## config.mk

```make
export PLATFORM = sky130hd
export DESIGN_NAME = sfs_status_read
export DESIGN_NICKNAME = d
export VERILOG_FILES = /design/src/logic/sfs_pkg.sv /design/src/logic/sfs_status_read.sv /design/src/logic/sfs_sync.sv
export VERILOG_INCLUDE_DIRS = /design/src /design/src/logic
export SDC_FILE = /design/constraint.sdc
export NUM_CORES = 1
export LEC_CHECK = 0
export BUFFER_PORTS_ARGS = -buffer_cell sky130_fd_sc_hd__buf_2
export CAP_MARGIN = 30
export CORE_MARGIN = 2
export CORE_UTILIZATION = 45
export CTS_CLUSTER_SIZE = 12
export DETAILED_ROUTE_END_ITERATION = 7
export HOLD_SLACK_MARGIN = 0.15
export MAX_ROUTING_LAYER = met4
export PLACE_DENSITY = 0.66
export REMOVE_ABC_BUFFERS = 1
export SYNTH_ARGS = -nofsm -noshare
export SYNTH_HDL_FRONTEND = slang
export SYNTH_SLANG_ARGS = --single-unit
```

## constraint.sdc

```tcl
create_clock -name clk -period 2.7 [get_ports clk]
set_input_delay 0.135 -clock clk [delete_from_list [all_inputs] [get_ports clk]]
set_output_delay 0.135 -clock clk [all_outputs]
set_load 0.02 [all_outputs]
```

## src/logic/sfs_map.svh

```systemverilog
// constants of the status-read serial logic
`ifndef SFS_MAP_SVH
`define SFS_MAP_SVH
`define SFS_CMD_READ_STATUS 8'h05
`define SFS_LOCK_BIT 7
`define SFS_BUSY_BIT 0
`define SFS_LOCK_RESET 1'b0
`define SFS_BIT_LAST 3'h7
`define SFS_BIT_FIRST 3'h0
`define SFS_SYNC_STAGES 2
`endif

```

## src/logic/sfs_pkg.sv

```systemverilog
// types of the status-read serial logic
package sfs_pkg;
	typedef enum logic [1:0] {
		ST_IDLE,
		ST_CMD,
		ST_OUT,
		ST_SKIP
	} sfs_state_t;

	typedef struct packed {
		logic cs_n;
		logic sck;
		logic si;
	} sfs_pins_t;

	typedef struct packed {
		logic [6:1] byte1_misc;
		logic [7:1] byte2_misc;
	} sfs_status_src_t;
endpackage : sfs_pkg

```

## src/logic/sfs_status_read.sv

```systemverilog
// serial status-read logic of the flash device
// Behaviour
// - a status-read command is taken at any time, also while a program or erase runs.
// - after the command byte one status bit is driven per serial clock, no dummy cycles.
// - after the second status byte the first follows again while select and clock continue.
// - status contents are sampled afresh for every repetition of the two bytes.
// - the ready/busy flag sits in both bytes and is sampled again for each byte.
// - above the status-read clock limit the first two returned bytes may be invalid.
// - releasing select ends the read and puts the serial output in high impedance.
// - select may be released at any bit position of the output.
// - bit 7 of status byte one is a read/write lock flag, 0 meaning unlocked, reset to 0.
// - when the lock flag is 1 the sector protection registers are treated as locked.
`timescale 1ns/100ps
`include "sfs_map.svh"
module sfs_status_read (
	input wire logic clk,
	input wire logic rst,
	input sfs_pkg::sfs_pins_t pins,
	input sfs_pkg::sfs_status_src_t status_src,
	input wire logic ready_busy_flag,
	input wire logic lock_wr_en,
	input wire logic lock_wr_data,
	output logic so_out,
	output logic so_oe_n,
	output logic protection_regs_locked
);
	import sfs_pkg::*;

	sfs_pins_t pins_s;
	sfs_state_t state;
	logic sck_d;
	logic sck_rise;
	logic sck_fall;
	logic [2:0] bit_cnt;
	logic [6:0] cmd_shift;
	logic [7:0] cmd_byte;
	logic [7:0] out_shift;
	logic byte_sel;
	logic [7:0] byte_one;
	logic [7:0] byte_two;
	logic [7:0] next_byte;
	logic load_now;

	sfs_sync #(.WIDTH(3)) u_sync (
		.clk(clk),
		.rst(rst),
		.async_in(pins),
		.reset_val(3'h7),
		.sync_out(pins_s)
	);

	// pin edges seen by the system clock
	always_ff @(posedge clk) begin
		if (rst) begin
			sck_d <= 1'b0;
		end else begin
			sck_d <= pins_s.sck;
		end
	end

	assign sck_rise = pins_s.sck & ~sck_d & ~pins_s.cs_n;
	assign sck_fall = ~pins_s.sck & sck_d & ~pins_s.cs_n;
	assign cmd_byte = {cmd_shift, pins_s.si};

	// live status contents, busy in both bytes
	assign byte_one = {protection_regs_locked, status_src.byte1_misc, ready_busy_flag};
	assign byte_two = {status_src.byte2_misc, ready_busy_flag};
	assign next_byte = byte_sel ? byte_two : byte_one;
	assign load_now = (state == ST_OUT) && sck_fall && (bit_cnt == `SFS_BIT_FIRST);

	// command sequencing
	always_ff @(posedge clk) begin
		if (rst) begin
			state <= ST_IDLE;
		end else if (pins_s.cs_n) begin
			state <= ST_IDLE;
		end else begin
			unique case (state)
				ST_IDLE: begin
					state <= ST_CMD;
				end
				ST_CMD: begin
					if (sck_rise && bit_cnt == `SFS_BIT_LAST) begin
						// taken regardless of busy
						if (cmd_byte == `SFS_CMD_READ_STATUS) begin
							state <= ST_OUT;
						end else begin
							state <= ST_SKIP;
						end
					end
				end
				ST_OUT: begin
					state <= ST_OUT;
				end
				ST_SKIP: begin
					state <= ST_SKIP;
				end
			endcase
		end
	end

	// bit counter: rising edges in command, falling edges in output
	always_ff @(posedge clk) begin
		if (rst || pins_s.cs_n || state == ST_IDLE) begin
			bit_cnt <= `SFS_BIT_FIRST;
		end else if ((state == ST_CMD && sck_rise) || (state == ST_OUT && sck_fall)) begin
			bit_cnt <= bit_cnt + 3'h1;
		end
	end

	// command input shift
	always_ff @(posedge clk) begin
		if (rst) begin
			cmd_shift <= 7'h00;
		end else if (state == ST_CMD && sck_rise) begin
			cmd_shift <= cmd_byte[6:0];
		end
	end

	// byte alternation
	always_ff @(posedge clk) begin
		if (rst || state != ST_OUT) begin
			byte_sel <= 1'b0;
		end else if (sck_fall && bit_cnt == `SFS_BIT_LAST) begin
			byte_sel <= ~byte_sel;
		end
	end

	// output shift, fresh sample at each byte start; slow pin sync makes the
	// first pair stale only if the link outruns the sampling clock
	always_ff @(posedge clk) begin
		if (rst) begin
			out_shift <= 8'h00;
			so_out <= 1'b0;
		end else if (load_now) begin
			so_out <= next_byte[7];
			out_shift <= {next_byte[6:0], 1'b0};
		end else if (state == ST_OUT && sck_fall) begin
			so_out <= out_shift[7];
			out_shift <= {out_shift[6:0], 1'b0};
		end
	end

	// output enable, low while driving
	always_ff @(posedge clk) begin
		if (rst || pins_s.cs_n) begin
			so_oe_n <= 1'b1;
		end else if (load_now) begin
			so_oe_n <= 1'b0;
		end
	end

	// protection lock flag
	always_ff @(posedge clk) begin
		if (rst) begin
			protection_regs_locked <= `SFS_LOCK_RESET;
		end else if (lock_wr_en) begin
			protection_regs_locked <= lock_wr_data;
		end
	end

	a_release_tristate: assert property (@(posedge clk) disable iff (rst)
		pins_s.cs_n |=> so_oe_n && state == ST_IDLE)
		else $error("output still driven after select release");

	a_idle_not_driving: assert property (@(posedge clk) disable iff (rst)
		state == ST_IDLE |-> so_oe_n && bit_cnt == 3'h0)
		else $error("idle with output driven or count left");

	a_cmd_starts_out: assert property (@(posedge clk) disable iff (rst)
		(state == ST_CMD && sck_rise && bit_cnt == 3'h7 && cmd_byte == 8'h05)
		|=> state == ST_OUT)
		else $error("status command not taken");

	a_other_cmd_skip: assert property (@(posedge clk) disable iff (rst)
		(state == ST_CMD && sck_rise && bit_cnt == 3'h7 && cmd_byte != 8'h05)
		|=> state == ST_SKIP)
		else $error("foreign command answered");

	a_first_bit_msb: assert property (@(posedge clk) disable iff (rst)
		(load_now && !byte_sel && !pins_s.cs_n) |=> so_out == $past(byte_one[7]) && !so_oe_n)
		else $error("first bit is not msb of byte one");

	a_byte_wrap: assert property (@(posedge clk) disable iff (rst)
		(state == ST_OUT && sck_fall && bit_cnt == 3'h7 && !pins_s.cs_n)
		|=> byte_sel != $past(byte_sel))
		else $error("byte order did not alternate");

	a_busy_fresh: assert property (@(posedge clk) disable iff (rst)
		(load_now && !pins_s.cs_n) |=> out_shift[1] == $past(ready_busy_flag))
		else $error("busy not sampled at byte start");

	a_lock_write: assert property (@(posedge clk) disable iff (rst)
		lock_wr_en |=> protection_regs_locked == $past(lock_wr_data))
		else $error("lock flag write lost");

	a_lock_reset: assert property (@(posedge clk) disable iff (1'b0)
		rst |=> !protection_regs_locked)
		else $error("lock flag not cleared by reset");

	a_out_holds: assert property (@(posedge clk) disable iff (rst)
		!(state == ST_OUT && sck_fall) |=> so_out == $past(so_out))
		else $error("serial output moved without a falling clock edge");

	a_cmd_quiet: assert property (@(posedge clk) disable iff (rst)
		state == ST_CMD |-> so_oe_n)
		else $error("output driven before the command byte ended");

	a_skip_silent: assert property (@(posedge clk) disable iff (rst)
		state == ST_SKIP |-> so_oe_n)
		else $error("output driven for a foreign command");

	a_byte_two_fresh: assert property (@(posedge clk) disable iff (rst)
		(load_now && byte_sel) |=> so_out == $past(status_src.byte2_misc[7])
		&& out_shift[7:1] == {$past(status_src.byte2_misc[6:1]), $past(ready_busy_flag)})
		else $error("byte two not sampled afresh");

	c_status_read: cover property (@(posedge clk) state == ST_CMD ##[1:200] state == ST_OUT);
	c_second_byte: cover property (@(posedge clk) load_now && byte_sel);
	c_mid_byte_stop: cover property (@(posedge clk)
		state == ST_OUT && bit_cnt == 3'h4 ##1 state == ST_IDLE);
	c_skip_cmd: cover property (@(posedge clk) state == ST_SKIP);
	c_busy_byte: cover property (@(posedge clk) load_now && ready_busy_flag);
endmodule : sfs_status_read

```

## src/logic/sfs_sync.sv

```systemverilog
// two-flop synchroniser, one chain per bit
`timescale 1ns/100ps
module sfs_sync #(
	parameter int WIDTH = 3
) (
	input wire logic clk,
	input wire logic rst,
	input wire logic [WIDTH-1:0] async_in,
	input wire logic [WIDTH-1:0] reset_val,
	output logic [WIDTH-1:0] sync_out
);
	logic [WIDTH-1:0] stage1;

	genvar i;
	generate
		for (i = 0; i < WIDTH; i++) begin : g_bit
			always_ff @(posedge clk) begin
				if (rst) begin
					stage1[i] <= reset_val[i];
					sync_out[i] <= reset_val[i];
				end else begin
					stage1[i] <= async_in[i];
					sync_out[i] <= stage1[i];
				end
			end
		end
	endgenerate
endmodule : sfs_sync

```

Word-level counts from Yosys, hierarchy flattened
Index checks and enable logic that the tools add are counted.

storage, ports and cells
  output and inout port bits = 3
  bits of input ports = 21
  flip-flop bits (word level) = 30
  logic and storage cells = 52

operators by class
  bitwise operators = 8
  reductions and logical operators = 13
  add/subtract/negate cells = 1
  equality and inequality tests = 7
  multiplexer cells = 8

operators with widths
  operator               count
  $mux W8                3
  $eq A8 B3 Y1 const B   1
  $pmux W2 S4            1
  $logic_and A1 B1 Y1    5
  $and A1 B1 Y1          4
  $eq A2 B2 Y1 const B   2
  $logic_or A1 B1 Y1     4
  $ne A2 B2 Y1 const B   2
  $not A1 Y1             4
  $add A3 B1 Y3 const B  1
  $eq A3 B3 Y1 const B   1
  $logic_not A3 Y1       1
  $mux W1                3
  $eq A2 B1 Y1 const B   1
  $logic_not A2 Y1       1
  $mux W2                1
  $reduce_bool A2 Y1     1
  $reduce_or A2 Y1       1

Depth between registers and ports, before layout
Gate-level depths: netlist (run 1).

  depth in word-level cells = 6
  gate-level depth with buffers = 6
  depth with buffers taken out = 5

Modules after synthesis
From an unflattened synthesis (run 1), not the netlist that was laid out.

unflattened totals
  cell total of the unflattened synthesis = 141
  area, all modules = 1441.4 um2

modules (own cells, without submodules)
  module           times used  cells an instance  seq. area each (um2)  area each (um2)
  sfs_status_read  1           128                480.5                 1219.9
  sfs_sync         1           13                 120.1                 221.5

Least setup slack after synthesis (run 1)
No wires, ideal clock.

  kind = flip-flop to flip-flop
  start = reg bit_cnt[0]
  end = reg so_oe_n
  cell stages (with the launch flop) = 7
  slack = 1.397 ns
  clock period less this slack = 1.303 ns
  library setup time = 0.120 ns
  arrival time = 1.183 ns
  required time = 2.580 ns
  path buffers = 1
  cells stage by stage = dfxtp_1 > inv_1 > ha_1 > nor2b_1 > buf_2 > nand3_1 > a211o_1

on the way
  word-level cells in the longest chain between the ends = 2

ends and longest elaborated chain
  element                     line                    RTL
  start: declaration          sfs_status_read.sv:34   logic [2:0] bit_cnt;
  start signal: assignment    sfs_status_read.sv:105  bit_cnt <= `SFS_BIT_FIRST;
  start signal: assignment    sfs_status_read.sv:107  bit_cnt <= bit_cnt + 3'h1;
  $logic_not A3 Y1 (no line)  -
  $logic_and A1 B1 Y1         sfs_status_read.sv:69   assign load_now = (state == ST_OUT) && sck_fall && (bit_cnt == `SFS_BIT_FIRST);
  end signal: assignment      sfs_status_read.sv:147  so_oe_n <= 1'b1;
  end signal: assignment      sfs_status_read.sv:149  so_oe_n <= 1'b0;
  end: declaration            sfs_status_read.sv:24   output logic so_oe_n,

No other way between the ends.
A chain may end at the register's enable or synchronous reset.

Worst setup path after layout (run 1)
  start = reg u_sync.sync_out[1]
  end = reg bit_cnt[0]

on the way
  word-level cells in the longest chain between the ends = 5
  elaborated cells on any way between the ends = 8
  those cells by class = bitwise: 5; reduce/logical: 3

ends and longest elaborated chain
  element                           line                    RTL
  start: declaration                sfs_sync.sv:10          output logic [WIDTH-1:0] sync_out
  start signal: indexed assignment  sfs_sync.sv:20          sync_out[i] <= reset_val[i];
  start signal: indexed assignment  sfs_sync.sv:23          sync_out[i] <= stage1[i];
  $not A1 Y1                        sfs_status_read.sv:62   assign sck_fall = ~pins_s.sck & sck_d & ~pins_s.cs_n;
  $and A1 B1 Y1 (2 in a row)        sfs_status_read.sv:62
  $logic_and A1 B1 Y1               sfs_status_read.sv:106  end else if ((state == ST_CMD && sck_rise) || (state == ST_OUT && sck_fall)) begin
  $logic_or A1 B1 Y1 *              sfs_status_read.sv:106

Mark *: on every way between the ends. The rest lies on a longest branch, timed or not.

==> run_summary.xml, run 1 <==
<?xml version="1.0" encoding="UTF-8"?>
<metrics>
  <group name="flow_run">
    <metric name="max-cap-violations" unit="">0</metric>
  </group>
  <group name="setup_path">
    <metric name="critical_path_required" unit="ns">2.95</metric>
    <metric name="max_stage_delay" unit="ns">0.48</metric>
    <metric name="slowest_stage" unit="">nand4bb_1</metric>
    <metric name="crit_path_class" unit="">reg2reg</metric>
    <metric name="crit_path_start_kind" unit="">flop</metric>
    <metric name="endpoint_kind" unit="">flop</metric>
    <metric name="critPathArrivalTime" unit="ns">1.70</metric>
    <metric name="rr_worst_depth" unit="">3</metric>
    <metric name="timing.critical_path.cells" unit="">nand4bb_1 &gt; a21oi_4 &gt; mux2i_1</metric>
    <metric name="critPathMaxFanout" unit="">9</metric>
  </group>
  <group name="layout">
    <metric name="nNetsFinal" unit="">192</metric>
    <metric name="layout.core_utilization" unit="%">54.4</metric>
    <metric name="fin_area" unit="mm^2">0.00162</metric>
    <metric name="multi_input_area" unit="um^2">721</metric>
    <metric name="final.fill_count" unit="">281</metric>
    <metric name="num_antenna_cells" unit="">0</metric>
    <metric name="instances_no_fill" unit="">202</metric>
    <metric name="layout-drive-gt1-share" unit="%">30.2</metric>
    <metric name="flow.area_growth_from_synthesis" unit="%">17.5</metric>
    <metric name="sequential_cell_area" unit="um^2">601</metric>
  </group>
  <group name="placed_design">
    <metric name="numPlacedInstances" unit="">188</metric>
    <metric name="place.port_buffers" unit="">23</metric>
    <metric name="detailed_place.area" unit="mm^2">0.00150</metric>
    <metric name="place_congestion" unit="">0.748</metric>
    <metric name="detailed_place_hpwl" unit="um">1750</metric>
  </group>
  <group name="route">
    <metric name="vias" unit="">1092</metric>
    <metric name="route.antenna.remaining_nets" unit="">0</metric>
    <metric name="drc_errors" unit="">0</metric>
    <metric name="wl_per_cell" unit="um">12.3</metric>
    <metric name="drc_violation_total_after_the_first_tritonroute_iteration" unit="">38</metric>
    <metric name="vias_per_cell" unit="">5.41</metric>
    <metric name="detail_route.first_pass.iterations" unit="">4</metric>
    <metric name="routed_wl" unit="um">2480</metric>
  </group>
  <group name="floorplanning">
    <metric name="floorplan.rows" unit="">20</metric>
    <metric name="boundaryPins" unit="">24</metric>
    <metric name="die_width" unit="um">59.4</metric>
    <metric name="dieHeight" unit="um">59.4</metric>
    <metric name="design.die.area" unit="mm^2">0.00352</metric>
    <metric name="initial_core_util" unit="%">46.3</metric>
    <metric name="placeableCoreArea" unit="mm^2">0.00298</metric>
  </group>
  <group name="timing">
    <metric name="report.final.hold_viol_count" unit="">0</metric>
    <metric name="period_share" unit="%">53.9</metric>
    <metric name="drv_slew" unit="">0</metric>
    <metric name="setup_repair_after_global_routing_missed_its_margin" unit="">false</metric>
    <metric name="setup_viol_count_final" unit="">0</metric>
    <metric name="max_slew_margin" unit="%">51.0</metric>
    <metric name="timing_worst_slew_pin_value" unit="ns">0.733</metric>
    <metric name="setup_tns" unit="ns">0</metric>
    <metric name="fin_worst_skew" unit="ns">0.00754</metric>
    <metric name="finalCriticalPeriod" unit="ns">1.46</metric>
    <metric name="fmax" unit="MHz">687</metric>
  </group>
  <group name="clocking">
    <metric name="tritoncts.num_buffers" unit="">5</metric>
    <metric name="htreeDepth" unit="">2</metric>
    <metric name="cts_setup_buffers" unit="">0</metric>
    <metric name="clock_tree.root_cell" unit="">clkbuf_4</metric>
    <metric name="max-clock-path-buffers" unit="">2</metric>
    <metric name="clkTransAtPathRegs" unit="ns">0.09</metric>
    <metric name="clock_latency_on_the_worst_skew_pair" unit="ns">0.32</metric>
    <metric name="cts_tree" unit="">done</metric>
    <metric name="cts.sink_count" unit="">30</metric>
  </group>
  <group name="outcome">
    <metric name="status" unit="">completed</metric>
  </group>
  <group name="global_route">
    <metric name="grt.overflow.total" unit="">0</metric>
    <metric name="grt_use_total" unit="%">16.1</metric>
    <metric name="grt_pass1_wl" unit="um">4110</metric>
    <metric name="via_count_of_the_first_global_routing_pass" unit="">1013</metric>
    <metric name="grt_max_degree" unit="">22</metric>
    <metric name="initial_antenna_violation_count" unit="">0</metric>
  </group>
  <group name="logic_synthesis">
    <metric name="ys_ff_latch" unit="">30</metric>
    <metric name="flip_flop_cell_with_the_highest_count_after_synthesis" unit="">dfxtp_1</metric>
    <metric name="netlist_area" unit="mm^2">0.00138</metric>
    <metric name="syn-mean-instance-area" unit="um^2">9.85</metric>
    <metric name="register_area_share_after_synthesis" unit="%">43.6</metric>
    <metric name="synth-edff-count" unit="">0</metric>
    <metric name="synthCells" unit="">140</metric>
    <metric name="ys_async_sr_fraction" unit="%">0</metric>
    <metric name="yosys_warnings" unit="">0</metric>
    <metric name="synthDistinctLibCells" unit="">35</metric>
  </group>
  <group name="pwr">
    <metric name="power-per-cell-area" unit="mW/mm^2">478</metric>
    <metric name="highest_ir_drop_seen_on_vdd" unit="V">0.000327</metric>
    <metric name="p_leak" unit="nW">0.649</metric>
  </group>
  <group name="hold_path">
    <metric name="number_of_cells_on_the_worst_hold_path" unit="">2</metric>
    <metric name="hold_path_class" unit="">in2reg</metric>
  </group>
</metrics>
## state kept, by name, indices dropped and copies added (netlist names)
signal                  flops
cmd_shift                   7
out_shift                   7
bit_cnt                     3
u_sync.stage1               3
u_sync.sync_out             3
state                       2
byte_sel                    1
protection_regs_locked      1
sck_d                       1
so_oe_n                     1
so_out                      1
## final timing paths
check                           from                endpoint  slack (ns)
setup reg to reg  u_sync.sync_out[1]              bit_cnt[0]        1.24
setup / recovery  u_sync.sync_out[1]              bit_cnt[0]        1.24
hold / removal                   rst  protection_regs_locked        0.20
hold reg to reg     u_sync.stage1[1]      u_sync.sync_out[1]        0.41
## layout make-up
cell class | instances | share of cell area (%)
sequential | 30 | 37.1
clock inverter | 1 | 0.309
multi-input combinational | 97 | 44.5
tap | 33 | 2.55
timing repair buffer | 30 | 11.3
inverter | 4 | 0.927
clock buffer | 7 | 3.40
## layout by cell type (no fill, tap or decap), types with 2 or more instances in the layout
master,instances
a21oi_1,8
and4bb_2,2
buf_2,23
clkbuf_4,5
dfxtp_1,30
dlygate4sd3_1,6
ha_1,3
inv_1,3
mux2_2,7
mux2i_1,11
nand2_1,2
nand3_1,14
nor2_1,2
nor2b_1,2
nor4bb_1,2
o211ai_1,7
o21ai_0,8
o21ai_1,7
or2_2,6
## power breakdown
part           total (mW)  switching, mW  internal [mW]
logic              0.0506         0.0206         0.0300
clock network       0.267          0.141          0.126
registers           0.456        0.00781          0.449
## cells by family after synthesis
group                      share of synthesized area [%]
and+or+nand+nor                                     20.6
adders and majority gates                           2.72
DFF                                                 43.6
AOI/OAI and AO/OA                                   14.6
buffers and inverters                               4.17
xor gates and xnor gates                           0.635
muxes                                               13.7
## routing by layer
metal,part of all wire (%),vias up,track usage [%]
met3,5.6,6,4.59
met2,47,31,26.8
met5,0,-,-
met1,45,490,17.2
met4,1.9,0,8.77
li1,-,565,-
## metrics by stage
stage	worst slack, ns	total power, mW	hold slack, ns
floorplan	1.08	0.488	0.204
global placement	1.31	0.510	0.319
detailed placement	1.24	0.510	0.320
CTS	1.21	0.790	0.187
global route	1.07	0.816	0.206
finish	1.24	0.774	0.199
## cells in the mapped netlist (3+ instances only)
cell type	number	area share (%)
mux2_2	7	5.7
inv_1	3	0.82
o211ai_1	7	3.8
or2_2	6	2.7
nand3_1	14	5.1
ha_1	3	2.7
dfxtp_1	30	44
buf_2	7	2.5
o21ai_0	8	2.9
mux2i_1	11	8.0
a21oi_1	8	2.9
o21ai_1	7	2.5
## worst max-delay path: cells and delay by family, from the launching register on
kind	cells	cell delay (ns)
AOI/OAI and AO/OA	1	0.33
DFF	1	0.37
muxes	1	0.21
and+or+nand+nor	1	0.48
## repair_timing
item / 4_1_cts / 5_1_grt
hold buffers: 6 / 0
hold endpoints to repair: 5 / 0
setup endpoints to repair: 0 / 0
resized for setup: 0 / 0
Power figures use the tool's default switching activity.
==> inputs of run 2 (changes only) <==
==> constraint.sdc (replaced) <==
create_clock -name clk -period 1.5 [get_ports clk]
set_input_delay 0.075 -clock clk [delete_from_list [all_inputs] [get_ports clk]]
set_output_delay 0.075 -clock clk [all_outputs]
set_load 0.02 [all_outputs]
==> run 2 against run 1 <==
Critical path depth increased by 2. Non-clock buffer count up 8. Routed wire length up 18%. Cell area rose by 5.9%. Critical path type unchanged. Global-route usage is 2.8 points higher. First-iteration DRC count shrank 16%. Die area unchanged.
==> run_summary.xml, run 2 (synthesis results as in run 1) <==
<?xml version="1.0" encoding="UTF-8"?>
<metrics>
  <group name="route">
    <metric name="detail_route.first_pass.iterations" unit="">4</metric>
    <metric name="vias" unit="">1164</metric>
    <metric name="vias_per_cell" unit="">5.54</metric>
    <metric name="routed_wl" unit="um">2920</metric>
    <metric name="drc_violation_total_after_the_first_tritonroute_iteration" unit="">32</metric>
    <metric name="route.antenna.remaining_nets" unit="">0</metric>
    <metric name="drc_errors" unit="">0</metric>
    <metric name="wl_per_cell" unit="um">13.9</metric>
  </group>
  <group name="timing">
    <metric name="worst_slack_setup_final" unit="ns">0.141</metric>
    <metric name="report.final.hold_viol_count" unit="">0</metric>
    <metric name="finalCriticalPeriod" unit="ns">1.36</metric>
    <metric name="timing.hold.ws" unit="ns">0.165</metric>
    <metric name="drv_slew" unit="">0</metric>
    <metric name="fmax" unit="MHz">736</metric>
    <metric name="setup_repair_after_global_routing_missed_its_margin" unit="">false</metric>
    <metric name="fin_worst_skew" unit="ns">0.00550</metric>
    <metric name="max_slew_margin" unit="%">74.4</metric>
    <metric name="timing_worst_slew_pin_value" unit="ns">0.384</metric>
    <metric name="period_share" unit="%">90.6</metric>
    <metric name="setup_viol_count_final" unit="">0</metric>
  </group>
  <group name="clocking">
    <metric name="cts_setup_buffers" unit="">0</metric>
    <metric name="cts.sink_count" unit="">30</metric>
    <metric name="clock_tree.root_cell" unit="">clkbuf_4</metric>
    <metric name="clkTransAtPathRegs" unit="ns">0.09</metric>
    <metric name="htreeDepth" unit="">2</metric>
    <metric name="max-clock-path-buffers" unit="">2</metric>
    <metric name="cts_tree" unit="">done</metric>
    <metric name="clock_latency_on_the_worst_skew_pair" unit="ns">0.32</metric>
    <metric name="tritoncts.num_buffers" unit="">5</metric>
  </group>
  <group name="pwr">
    <metric name="power-per-cell-area" unit="mW/mm^2">891</metric>
    <metric name="p_leak" unit="nW">0.694</metric>
    <metric name="power.total" unit="mW">1.53</metric>
    <metric name="highest_ir_drop_seen_on_vdd" unit="V">0.000664</metric>
  </group>
  <group name="floorplanning">
    <metric name="boundaryPins" unit="">24</metric>
    <metric name="placeableCoreArea" unit="mm^2">0.00298</metric>
    <metric name="floorplan.rows" unit="">20</metric>
    <metric name="design.die.area" unit="mm^2">0.00352</metric>
    <metric name="die_width" unit="um">59.4</metric>
    <metric name="dieHeight" unit="um">59.4</metric>
    <metric name="initial_core_util" unit="%">46.3</metric>
  </group>
  <group name="hold_path">
    <metric name="worstHoldStart" unit="">status_src[11]</metric>
    <metric name="number_of_cells_on_the_worst_hold_path" unit="">4</metric>
    <metric name="hold_end" unit="">out_shift[6]</metric>
    <metric name="hold_path_class" unit="">in2reg</metric>
  </group>
  <group name="layout">
    <metric name="fin_area" unit="mm^2">0.00172</metric>
    <metric name="nNetsFinal" unit="">200</metric>
    <metric name="multi_input_area" unit="um^2">723</metric>
    <metric name="layout_common_cells" unit="">dfxtp_1, buf_2, nand3_1, dlygate4sd3_1, mux2i_1</metric>
    <metric name="num_antenna_cells" unit="">0</metric>
    <metric name="flow.area_growth_from_synthesis" unit="%">24.5</metric>
    <metric name="layout.cells.most_common" unit="">dfxtp_1</metric>
    <metric name="top_regs" unit="">cmd_shift (7), out_shift (7)</metric>
    <metric name="layout-drive-gt1-share" unit="%">31.1</metric>
    <metric name="sequential_cell_area" unit="um^2">601</metric>
    <metric name="final.fill_count" unit="">263</metric>
    <metric name="instances_no_fill" unit="">210</metric>
  </group>
  <group name="flow_run">
    <metric name="max-cap-violations" unit="">0</metric>
  </group>
  <group name="setup_path">
    <metric name="critical_path_required" unit="ns">1.76</metric>
    <metric name="regToRegStartpoint" unit="">bit_cnt[0]</metric>
    <metric name="critPathArrivalTime" unit="ns">1.61</metric>
    <metric name="crit_path_start_kind" unit="">flop</metric>
    <metric name="r2r_slack" unit="ns">0.14</metric>
    <metric name="regToRegEndpoint" unit="">state[0]</metric>
    <metric name="rr_worst_depth" unit="">5</metric>
    <metric name="endpoint_kind" unit="">flop</metric>
    <metric name="crit_path_class" unit="">reg2reg</metric>
    <metric name="critPathMaxFanout" unit="">3</metric>
  </group>
  <group name="global_route">
    <metric name="grt_pass1_wl" unit="um">4780</metric>
    <metric name="via_count_of_the_first_global_routing_pass" unit="">1103</metric>
    <metric name="grt_max_degree" unit="">21</metric>
    <metric name="grt.overflow.total" unit="">0</metric>
    <metric name="initial_antenna_violation_count" unit="">0</metric>
    <metric name="grt_use_total" unit="%">18.9</metric>
  </group>
  <group name="placed_design">
    <metric name="place_congestion" unit="">0.731</metric>
    <metric name="numPlacedInstances" unit="">190</metric>
    <metric name="detailed_place.area" unit="mm^2">0.00152</metric>
    <metric name="detailed_place_hpwl" unit="um">2020</metric>
    <metric name="place.port_buffers" unit="">23</metric>
    <metric name="worst_setup_slack_before_clock_tree_synthesis" unit="ns">0.120</metric>
  </group>
  <group name="outcome">
    <metric name="status" unit="">completed</metric>
  </group>
</metrics>
## run 2: power breakdown
group / switching, mW / internal [mW]
clock network: 0.277 / 0.320
registers: 0.0112 / 0.808
logic: 0.0474 / 0.0656
## run 2: timing repair
action | in CTS | in global routing
endpoints found under the hold margin | 9 | 1
hold buffers | 11 | 1
setup endpoints to repair | 0 | 1
gates resized for setup | 0 | 1
## run 2: worst max-delay path by stage
stage	startpoint	endpoint	slack, ns	cells after the start
2_1_floorplan	bit_cnt[0]	so_oe_n	-0.12	5
3_3_place_gp	bit_cnt[0]	out_shift[2]	0.20	6
3_5_place_dp	bit_cnt[0]	out_shift[2]	0.12	6
4_1_cts	bit_cnt[0]	out_shift[2]	0.11	6
5_1_grt	bit_cnt[0]	state[0]	0.004	5
6_report	bit_cnt[0]	state[0]	0.14	5
## run 2: per-layer routing
metal | GRT usage, % | vias to the layer above | wire [um]
met4 | 7.79 | 0 | 48
met2 | 30.6 | 28 | 1360
met5 | - | - | 0
li1 | - | 583 | -
met1 | 21.9 | 545 | 1380
met3 | 5.24 | 8 | 125
## run 2: layout make-up
class | count | share of cell area [%]
Clock buffer | 8 | 4.59
Inverter | 4 | 0.875
Multi-Input combinational cell | 97 | 42.1
Sequential cell | 30 | 35.0
Tap cell | 33 | 2.41
Timing Repair Buffer | 38 | 15.0
## run 2: worst max-delay path, stage by stage, from the launching register on
cell and delay, ns:
dfxtp_1 0.34, ha_1 0.20, ha_1 0.20, nor4bb_1 0.13, nor3b_1 0.27, o2bb2ai_1 0.15
## run 2: stage by stage
stage,TNS [ns],util [%]
after global routing,0,57.6
after detailed placement,0,50.9
after CTS,0,57.2
after global placement,0,50.9
after floorplan,-0.125,-
final,0,57.6
